===== config.mk =====
export PLATFORM = sky130hd
export DESIGN_NAME = ecc_error_log_control
export DESIGN_NICKNAME = d
export VERILOG_FILES = /design/src/ecc_log_pkg.sv /design/src/protect_region_check.sv /design/src/ecc_error_log_control.sv
export SDC_FILE = /design/constraint.sdc
export NUM_CORES = 1
export LEC_CHECK = 0
export BUFFER_PORTS_ARGS = -buffer_cell sky130_fd_sc_hd__buf_4
export CORE_MARGIN = 4
export CORE_UTILIZATION = 46
export CTS_CLUSTER_SIZE = 16
export DETAILED_ROUTE_END_ITERATION = 10
export HOLD_SLACK_MARGIN = 0.06
export PLACE_DENSITY = 0.79
export SYNTH_ARGS = -nofsm -noshare
export SYNTH_HDL_FRONTEND = slang
export SYNTH_SLANG_ARGS = --single-unit
export TNS_END_PERCENT = 30

===== constraint.sdc =====
create_clock -name i_clk -period 2.1 [get_ports i_clk]
set_input_delay 0.105 -clock i_clk [delete_from_list [all_inputs] [get_ports i_clk]]
set_output_delay 0.105 -clock i_clk [all_outputs]
set_load 0.1 [all_outputs]

===== src/ecc_log_pkg.sv =====
package ecc_log_pkg;

    // Register field positions
    localparam int unsigned ECC_DISABLE_POS = 1;
    localparam int unsigned DIAG_MODE_POS = 2;
    localparam int unsigned PROTECT_PTR_POS = 3;
    localparam int unsigned SINGLE_FLAG_POS = 4;
    localparam int unsigned MULTI_LSB_POS = 5;
    localparam int unsigned PROTECT_EN_POS = 13;
    localparam int unsigned ADDR_HALF_POS = 14;
    localparam int unsigned UNCORR_FLAG_POS = 15;

    // Widths
    localparam int unsigned REG_WIDTH = 16;
    localparam int unsigned CHECK_WIDTH = 6;
    localparam int unsigned ADDR_MSB = 21;
    localparam int unsigned LOW_ADDR_WIDTH = 7;
    localparam int unsigned HIGH_ADDR_WIDTH = 4;

    // Protected segment: 16K words, so word address bit A15 picks the segment
    localparam int unsigned SEGMENT_SEL_POS = 15;

    // Values after reset
    localparam logic [CHECK_WIDTH-1:0] CHECK_RESET = 6'h00;
    localparam logic [ADDR_MSB:11] FAIL_ADDR_RESET = 11'h000;
    localparam logic [CHECK_WIDTH-1:0] SYNDROME_RESET = 6'h00;

    // The seven operating modes
    typedef enum logic [2:0] {
        MODE_NORMAL_ECC_ON = 3'b000,
        MODE_NORMAL_ECC_OFF = 3'b001,
        MODE_NORMAL_ECC_OFF_PROT = 3'b010,
        MODE_DIAG_ECC_ON = 3'b011,
        MODE_DIAG_ECC_OFF = 3'b100,
        MODE_DIAG_ECC_ON_PROT = 3'b101,
        MODE_DIAG_ECC_OFF_PROT = 3'b110
    } op_mode_t;

    // Control bits cleared by reset and by bus initialize
    typedef struct packed {
        logic uncorrectable_flag;
        logic addr_half_select;
        logic protect_enable_bit;
        logic single_flag;
        logic protect_region_pointer;
        logic diag_mode_bit;
        logic ecc_disable_bit;
    } ctrl_t;

    // One memory cycle as seen by the logging logic
    typedef struct packed {
        logic bus_read_cycle;
        logic bus_write_cycle;
        logic byte_write;
        logic [ADDR_MSB:1] addr;
        logic [CHECK_WIDTH-1:0] stored_check;
        logic [CHECK_WIDTH-1:0] syndrome;
        logic err_single;
        logic err_double;
    } mem_cycle_t;

    localparam ctrl_t CTRL_RESET = '0;

endpackage


===== src/protect_region_check.sv =====
`timescale 1ns/1ps
module protect_region_check
    import ecc_log_pkg::*;
(
    input wire logic [ADDR_MSB:1] i_addr,
    input wire logic i_protect_enable_bit,
    input wire logic i_protect_region_pointer,
    input wire logic i_diag_mode_bit,
    input wire logic i_ecc_disable_bit,
    output logic o_in_protected,
    output logic o_diag_eff,
    output logic o_ecc_disable_eff
);
    logic in_window;

    // Only the two 16K-word segments can be protected
    assign in_window = (i_addr[ADDR_MSB:SEGMENT_SEL_POS+1] == '0);
    assign o_in_protected = i_protect_enable_bit && in_window &&
                            (i_addr[SEGMENT_SEL_POS] == i_protect_region_pointer); // [RULE5] [RULE12]

    // Clear enable leaves every word open to both modes
    assign o_diag_eff = i_diag_mode_bit && !o_in_protected; // [RULE4] [RULE5]
    assign o_ecc_disable_eff = i_ecc_disable_bit && !o_in_protected; // [RULE4] [RULE5]

endmodule


===== src/ecc_error_log_control.sv =====
`timescale 1ns/1ps
// Summary of operation
// (RULE1) Diagnostic reads copy stored check bits into register bits 5-10.
// (RULE2) Diagnostic writes store register bits 5-10 as the word's check bits.
// (RULE3) Diagnostic with half select clear shows captured or injected check bits.
// (RULE4) Protect enable clear lets diagnostic and ECC-disable act on all memory.
// (RULE5) Protect enable set keeps one 16K-word segment out of both modes.
// (RULE6) Normal mode, half select clear: read shows failed A11-A17 on bits 5-11.
// (RULE7) Normal mode, half select set: read shows failed A18-A21 then A01 on bits 5-9.
// (RULE8) Half select set blocks software loads of the check-bit field.
// (RULE9) Uncorrectable flag sets on read double errors, or any single error with ECC disabled.
// (RULE10) Seven operating modes decoded from bits 1, 2 and 13.
// (RULE11) Bit 2 selects normal or diagnostic operation.
// (RULE12) Pointer bit 3 picks the first or second 16K words for protection.
// (RULE13) ECC-disable stops correction, keeps generation, all errors uncorrectable.
module ecc_error_log_control
    import ecc_log_pkg::*;
(
    input wire logic i_clk,
    input wire logic i_reset,
    input wire logic i_bus_init,
    input wire logic i_reg_wr,
    input wire logic [REG_WIDTH-1:0] i_reg_wdata,
    input wire mem_cycle_t i_mem,
    input wire logic [CHECK_WIDTH-1:0] i_gen_check,
    output logic [REG_WIDTH-1:0] o_reg_rdata,
    output logic o_inject_check,
    output logic [CHECK_WIDTH-1:0] o_check_inject,
    output logic o_correct_en,
    output logic o_uncorrectable,
    output logic o_preserve_old,
    output logic o_error_led,
    output op_mode_t o_mode
);
    ctrl_t ctrl;
    ctrl_t next_ctrl;
    logic [CHECK_WIDTH-1:0] check_reg;
    logic [CHECK_WIDTH-1:0] next_check_reg;
    logic [ADDR_MSB:11] fail_addr_hi;
    logic [ADDR_MSB:11] next_fail_addr_hi;
    logic fail_a01;
    logic next_fail_a01;
    logic [CHECK_WIDTH-1:0] syndrome_reg;
    logic [CHECK_WIDTH-1:0] next_syndrome_reg;
    logic [REG_WIDTH-1:0] next_reg_rdata;
    logic in_protected;
    logic diag_eff;
    logic ecc_dis_eff;
    logic read_cycle;
    logic byte_cycle;
    logic set_single;
    logic set_uncorr;
    logic log_addr;
    ctrl_t wr_ctrl;

    // Decode the seven modes; protection only named when it is enabled
    function automatic op_mode_t decode_mode(input ctrl_t c);
        op_mode_t m;
        m = MODE_NORMAL_ECC_ON;
        case ({c.diag_mode_bit, c.ecc_disable_bit, c.protect_enable_bit})
            3'b000: m = MODE_NORMAL_ECC_ON;
            3'b001: m = MODE_NORMAL_ECC_ON;
            3'b010: m = MODE_NORMAL_ECC_OFF;
            3'b011: m = MODE_NORMAL_ECC_OFF_PROT;
            3'b100: m = MODE_DIAG_ECC_ON;
            3'b101: m = MODE_DIAG_ECC_ON_PROT;
            3'b110: m = MODE_DIAG_ECC_OFF;
            3'b111: m = MODE_DIAG_ECC_OFF_PROT;
            default: m = MODE_NORMAL_ECC_ON;
        endcase
        return m;
    endfunction

    // Control fields as carried by a register write
    function automatic ctrl_t unpack_ctrl(input logic [REG_WIDTH-1:0] d);
        ctrl_t c;
        c.uncorrectable_flag = d[UNCORR_FLAG_POS];
        c.addr_half_select = d[ADDR_HALF_POS];
        c.protect_enable_bit = d[PROTECT_EN_POS];
        c.single_flag = d[SINGLE_FLAG_POS];
        c.protect_region_pointer = d[PROTECT_PTR_POS];
        c.diag_mode_bit = d[DIAG_MODE_POS];
        c.ecc_disable_bit = d[ECC_DISABLE_POS];
        return c;
    endfunction

    protect_region_check u_protect (
        .i_addr(i_mem.addr),
        .i_protect_enable_bit(ctrl.protect_enable_bit),
        .i_protect_region_pointer(ctrl.protect_region_pointer),
        .i_diag_mode_bit(ctrl.diag_mode_bit),
        .i_ecc_disable_bit(ctrl.ecc_disable_bit),
        .o_in_protected(in_protected),
        .o_diag_eff(diag_eff),
        .o_ecc_disable_eff(ecc_dis_eff)
    );

    // Error classification for the current memory cycle
    always_comb begin
        read_cycle = i_mem.bus_read_cycle;
        byte_cycle = i_mem.bus_write_cycle && i_mem.byte_write;
        set_single = 1'b0;
        set_uncorr = 1'b0;
        log_addr = 1'b0;
        if (read_cycle) begin
            if (i_mem.err_double) begin
                set_uncorr = 1'b1; // [RULE9]
                log_addr = 1'b1;
            end else if (i_mem.err_single) begin
                if (ecc_dis_eff) begin
                    // Correction off: a single error is fatal too
                    set_single = 1'b1;
                    set_uncorr = 1'b1; // [RULE9] [RULE13]
                    log_addr = 1'b1;
                end else if (!(ctrl.ecc_disable_bit && in_protected)) begin
                    set_single = 1'b1;
                    log_addr = !ctrl.uncorrectable_flag;
                end
            end
        end else if (byte_cycle && i_mem.err_single && !i_mem.err_double) begin
            // Read-modify-write: single errors log, doubles are preserved
            if (ecc_dis_eff) begin
                set_single = 1'b1;
                set_uncorr = 1'b1; // [RULE13]
                log_addr = 1'b1;
            end else if (!(ctrl.ecc_disable_bit && in_protected)) begin
                set_single = 1'b1;
                log_addr = !ctrl.uncorrectable_flag;
            end
        end
    end

    // Control register: bus initialize clears, hardware sets beat software clears
    always_comb begin
        wr_ctrl = unpack_ctrl(i_reg_wdata);
        next_ctrl = ctrl;
        if (i_bus_init) begin
            next_ctrl = CTRL_RESET;
        end else if (i_reg_wr) begin
            next_ctrl = wr_ctrl; // [RULE11] [RULE12]
        end
        if (set_single) begin
            next_ctrl.single_flag = 1'b1;
        end
        if (set_uncorr) begin
            next_ctrl.uncorrectable_flag = 1'b1; // [RULE9]
        end
    end

    // Check-bit field: software load, or capture on diagnostic reads
    always_comb begin
        next_check_reg = check_reg;
        if (i_reg_wr && !ctrl.addr_half_select) begin
            next_check_reg = i_reg_wdata[MULTI_LSB_POS +: CHECK_WIDTH]; // [RULE8]
        end
        if (read_cycle && diag_eff) begin
            next_check_reg = i_mem.stored_check; // [RULE1]
        end
    end

    // Failed address and syndrome latches
    always_comb begin
        next_fail_addr_hi = fail_addr_hi;
        next_fail_a01 = fail_a01;
        next_syndrome_reg = syndrome_reg;
        if (log_addr) begin
            next_fail_addr_hi = i_mem.addr[ADDR_MSB:11];
            next_fail_a01 = i_mem.addr[1];
            next_syndrome_reg = i_mem.syndrome;
        end
    end

    // Read-back multiplexer for bits 5 to 11
    always_comb begin
        next_reg_rdata = '0;
        next_reg_rdata[UNCORR_FLAG_POS] = ctrl.uncorrectable_flag;
        next_reg_rdata[ADDR_HALF_POS] = ctrl.addr_half_select;
        next_reg_rdata[PROTECT_EN_POS] = ctrl.protect_enable_bit;
        next_reg_rdata[SINGLE_FLAG_POS] = ctrl.single_flag;
        next_reg_rdata[PROTECT_PTR_POS] = ctrl.protect_region_pointer;
        next_reg_rdata[DIAG_MODE_POS] = ctrl.diag_mode_bit;
        next_reg_rdata[ECC_DISABLE_POS] = ctrl.ecc_disable_bit;
        case ({ctrl.diag_mode_bit, ctrl.addr_half_select})
            2'b00: begin
                next_reg_rdata[MULTI_LSB_POS +: LOW_ADDR_WIDTH] = fail_addr_hi[17:11]; // [RULE6]
            end
            2'b01: begin
                next_reg_rdata[MULTI_LSB_POS +: HIGH_ADDR_WIDTH] = fail_addr_hi[21:18]; // [RULE7]
                next_reg_rdata[MULTI_LSB_POS + HIGH_ADDR_WIDTH] = fail_a01; // [RULE7]
            end
            2'b10: begin
                next_reg_rdata[MULTI_LSB_POS +: CHECK_WIDTH] = check_reg; // [RULE3]
            end
            2'b11: begin
                next_reg_rdata[MULTI_LSB_POS +: CHECK_WIDTH] = syndrome_reg;
            end
            default: begin
                next_reg_rdata = '0;
            end
        endcase
    end

    // Control bits follow reset and bus initialize
    always_ff @(posedge i_clk or posedge i_reset) begin
        if (i_reset) begin
            ctrl <= CTRL_RESET;
        end else begin
            ctrl <= next_ctrl;
        end
    end

    // Logged fields survive bus initialize; reset only gives them a defined start
    always_ff @(posedge i_clk or posedge i_reset) begin
        if (i_reset) begin
            check_reg <= CHECK_RESET;
            fail_addr_hi <= FAIL_ADDR_RESET;
            fail_a01 <= 1'b0;
            syndrome_reg <= SYNDROME_RESET;
            o_reg_rdata <= '0;
        end else begin
            check_reg <= next_check_reg;
            fail_addr_hi <= next_fail_addr_hi;
            fail_a01 <= next_fail_a01;
            syndrome_reg <= next_syndrome_reg;
            o_reg_rdata <= next_reg_rdata;
        end
    end

    // Data path steering, same cycle as the memory access
    assign o_inject_check = i_mem.bus_write_cycle && diag_eff; // [RULE2]
    assign o_check_inject = check_reg; // [RULE2]
    assign o_correct_en = !ecc_dis_eff; // [RULE13]
    assign o_uncorrectable = read_cycle && (i_mem.err_double ||
                             (i_mem.err_single && ecc_dis_eff)); // [RULE9] [RULE13]
    assign o_preserve_old = byte_cycle && i_mem.err_double;
    assign o_error_led = ctrl.uncorrectable_flag;
    assign o_mode = decode_mode(ctrl); // [RULE10]

endmodule


==> run summary <==
status = finished clean
Crit path arrival time = 2.18 ns
Pre-Repair DR Iteration Count = 4
number of port buffers = 73
Synth Warn # = 0
Antenna diodes = 0
RSZ-0062 raised after global routing = no
hold crit path type = input pin to flip-flop
post-route cell area = 0.00295 mm²
top_reg_cell synth = dfrtp_1
post_cts resized = 0
Storage cell area = 0.00113 mm²
R2R Setup Slk = 0.23 ns
hold_ws = 0.0612 ns
max reg flops = 14
Slew @ Worst Pin = 1.09 ns
CP Buf/Inv Count = 3
row count = 23
Async SR Flop Fraction = 100%
PD cells = 874 mW/mm²
Syn Area/Cell = 13.8 µm²
met3 usage = 4.32%
Multi-input gate area = 817 µm²
P&R area growth vs syn = 47.0%
CORE AREA = 0.00412 mm²
Synth area leaders = dfrtp_1, mux2_4, mux2i_1, mux4_2, mux2_2
CTS Buf Count = 5
H-tree Lvls = 2
# setup viols final = 0
initial antenna violation count = 0
sequential share of power = 41.3%
area leader, netlist = dfrtp_1
first-pass GRT wire length = 7960 µm
Final ANT Viol Nets = 0
via count = 1,520
commonest non-fill, non-tap cell in the layout = buf_4
mux cell area share after synthesis = 24.7%
slowest CP cell = dlygate4sd3_1
hold depth = 3
Top Registers = o_reg_rdata: 14 flops, fail_addr_hi: 11 flops
minimum clock period = 2.00 ns
Slew HR = 27.3%
fin crit share = 95.3%
total of max-cap violations = 0
vias in the first global route = 1,690
CP max stage delay = 0.56 ns
clock skew = 0.00985 ns
Critical R2R Launch = ctrl[4]
clk root buf = clkbuf_8
Nets = 314
Hold Vio Cnt, Final = 0
dpl cells = 265
Setup Buffers After CTS = 0
Die Ht = 74.0 µm
Compound-Gate Fraction of Synth Area = 5.37%
Worst-Skew Late Latency = 0.29 ns
Post-Syn Area = 0.00200 mm²
DRC viols = 0
CP delay by family, top = buffers and inverters
largest family of logic cells by synthesized area = multiplexers
commonest non-fill, non-tap cells in the layout = buf_4, dfrtp_1, dlygate4sd3_1, mux2i_1
Routed wire per std cell = 16.8 µm
Cell variety after synth = 31
XOR/XNOR Fraction of Synth Area = 0.437%
Via density = 5.10
met2 Usage GRT = 35.2%
Hold Startpoint = i_reg_wdata[3]
Worst-path clk slew = 0.08 ns
Power Total = 0.00257 W
Max Buffers Root-to-Sink = 2
IO Pins = 94
Psw = 0.00102 W
Overflow after GRT = 0
final std cells w/o fill = 298
Iter 0 DRT Violations = 90
number of synthesized flops with an enable pin = 0
Clock Power Share = 19.6%
Reg-to-Reg End = o_check_inject[3]
cell count after synthesis = 145
Die X-Extent = 74.0 µm
Largest Register = o_reg_rdata
static leakage = 1.44 nW
Starting Density = 48.7%
hold bufs inserted after CTS = 24
Yosys reg bits = 45
Seq/Total Area, Yosys = 56.2%
All-Layer GR Usage = 19.7%
Synth top area share = 56.2%
TritonCTS clock tree = built
Crit path required time = 2.27 ns
worst-case reg-to-reg path depth = 3
Fmax = 500 MHz
worst-path maximum fanout = 18
DP Wirelength = 3540 µm
share of cells above drive strength 1 = 45.6%
CP Launch Type = input pin
Max Slew Vio Count = 0
FILL cells = 291
dpl cell area = 0.00262 mm²
Synth Area in Adders = 1.87%
CP endpoint kind = flip-flop
VDD IR max = 0.425 mV
largest net degree at the start of global routing = 27
# clock sinks = 45
global routing usage on met1 = 22.6%
gpl congestion = 0.795
sw frac = 39.6%
layer with the highest usage = met2
Total Wirelength = 5010 µm
simple-gate share of the synthesized area = 7.75%
Comb pwr share = 39.1%
CP cell instances = dlygate4sd3_1 -> buf_4 -> nor4b_2 -> nand4_2 -> a21boi_4 -> buf_12 -> mux2_2
hold endpoint = ctrl[2]
crit path kind = input pin to flip-flop
Internal Power = 0.00156 W
die area = 0.00547 mm²
## worst register-to-register path: stages, from the launching register on
cell	delay (ns)
dfrtp_1	0.43
nor4b_2	0.21
a31oi_1	0.87
o21ai_0	0.21
## metrics by stage
stage / TNS (ns) / worst slack (ns) / util [%]
floorplan: -1.75 / -0.430 / -
global placement: 0 / 0.252 / 63.5
detailed placement: 0 / 0.169 / 63.5
CTS: 0 / 0.149 / 71.3
global route: 0 / 0.00463 / 71.6
finish: 0 / 0.0987 / 71.6
## layout make-up
cell class | count | area share, %
Inverter | 3 | 0.382
Sequential cell | 45 | 38.2
Timing Repair Buffer | 103 | 28.8
Multi-Input combinational cell | 89 | 27.7
Tap cell | 50 | 2.12
Clock buffer | 8 | 2.72
## cells in the mapped netlist, drive strengths merged (3+ instances only)
library cell and count:
buf 4, clkbuf 5, dfrtp 45, ha 3, inv 3, mux2 19
mux2i 13, mux4 5, nand2 10, nor2 9, o21ai 8
## power by group through the flow
stage | Clock, W | Combinational (W) | Sequential [W]
floorplan | 0 | 0.000312 | 0.00149
global placement | 0 | 0.000959 | 0.00107
detailed placement | 0 | 0.000972 | 0.00108
CTS | 0.000517 | 0.00101 | 0.00106
global route | 0.000559 | 0.00105 | 0.00108
finish | 0.000505 | 0.00101 | 0.00106
## how the worst max path moves through the flow
stage / cells after the start / endpoint / slack, ns / from
after CTS: 7 / fail_addr_hi[11] / 0.15 / i_mem[30]
after detailed placement: 3 / o_check_inject[5] / 0.17 / ctrl[4]
after floorplan: 4 / o_mode[0] / -0.43 / ctrl[1]
after global placement: 3 / o_check_inject[1] / 0.25 / ctrl[4]
after global routing: 6 / o_correct_en / 0.005 / i_mem[29]
final: 7 / fail_addr_hi[14] / 0.1 / i_mem[29]
## metal layers
metal	part of all wire (%)	up-vias
li1	-	708
met1	38	745
met2	53	51
met3	4.9	16
met4	3.4	0
met5	0	-
## logic make-up (layout without fill, tap and decap cells)
kind of cell / Yosys count / in the layout
and+or+nand+nor: 30 / 30
adders and majority gates: 3 / 3
muxes: 37 / 37
AOI/OAI and AO/OA: 16 / 16
buffers and inverters: 12 / 114
xor gates and xnor gates: 1 / 1
other: 1 / 2
DFF: 45 / 45
Note: power is estimated with default switching activity, not from simulation.
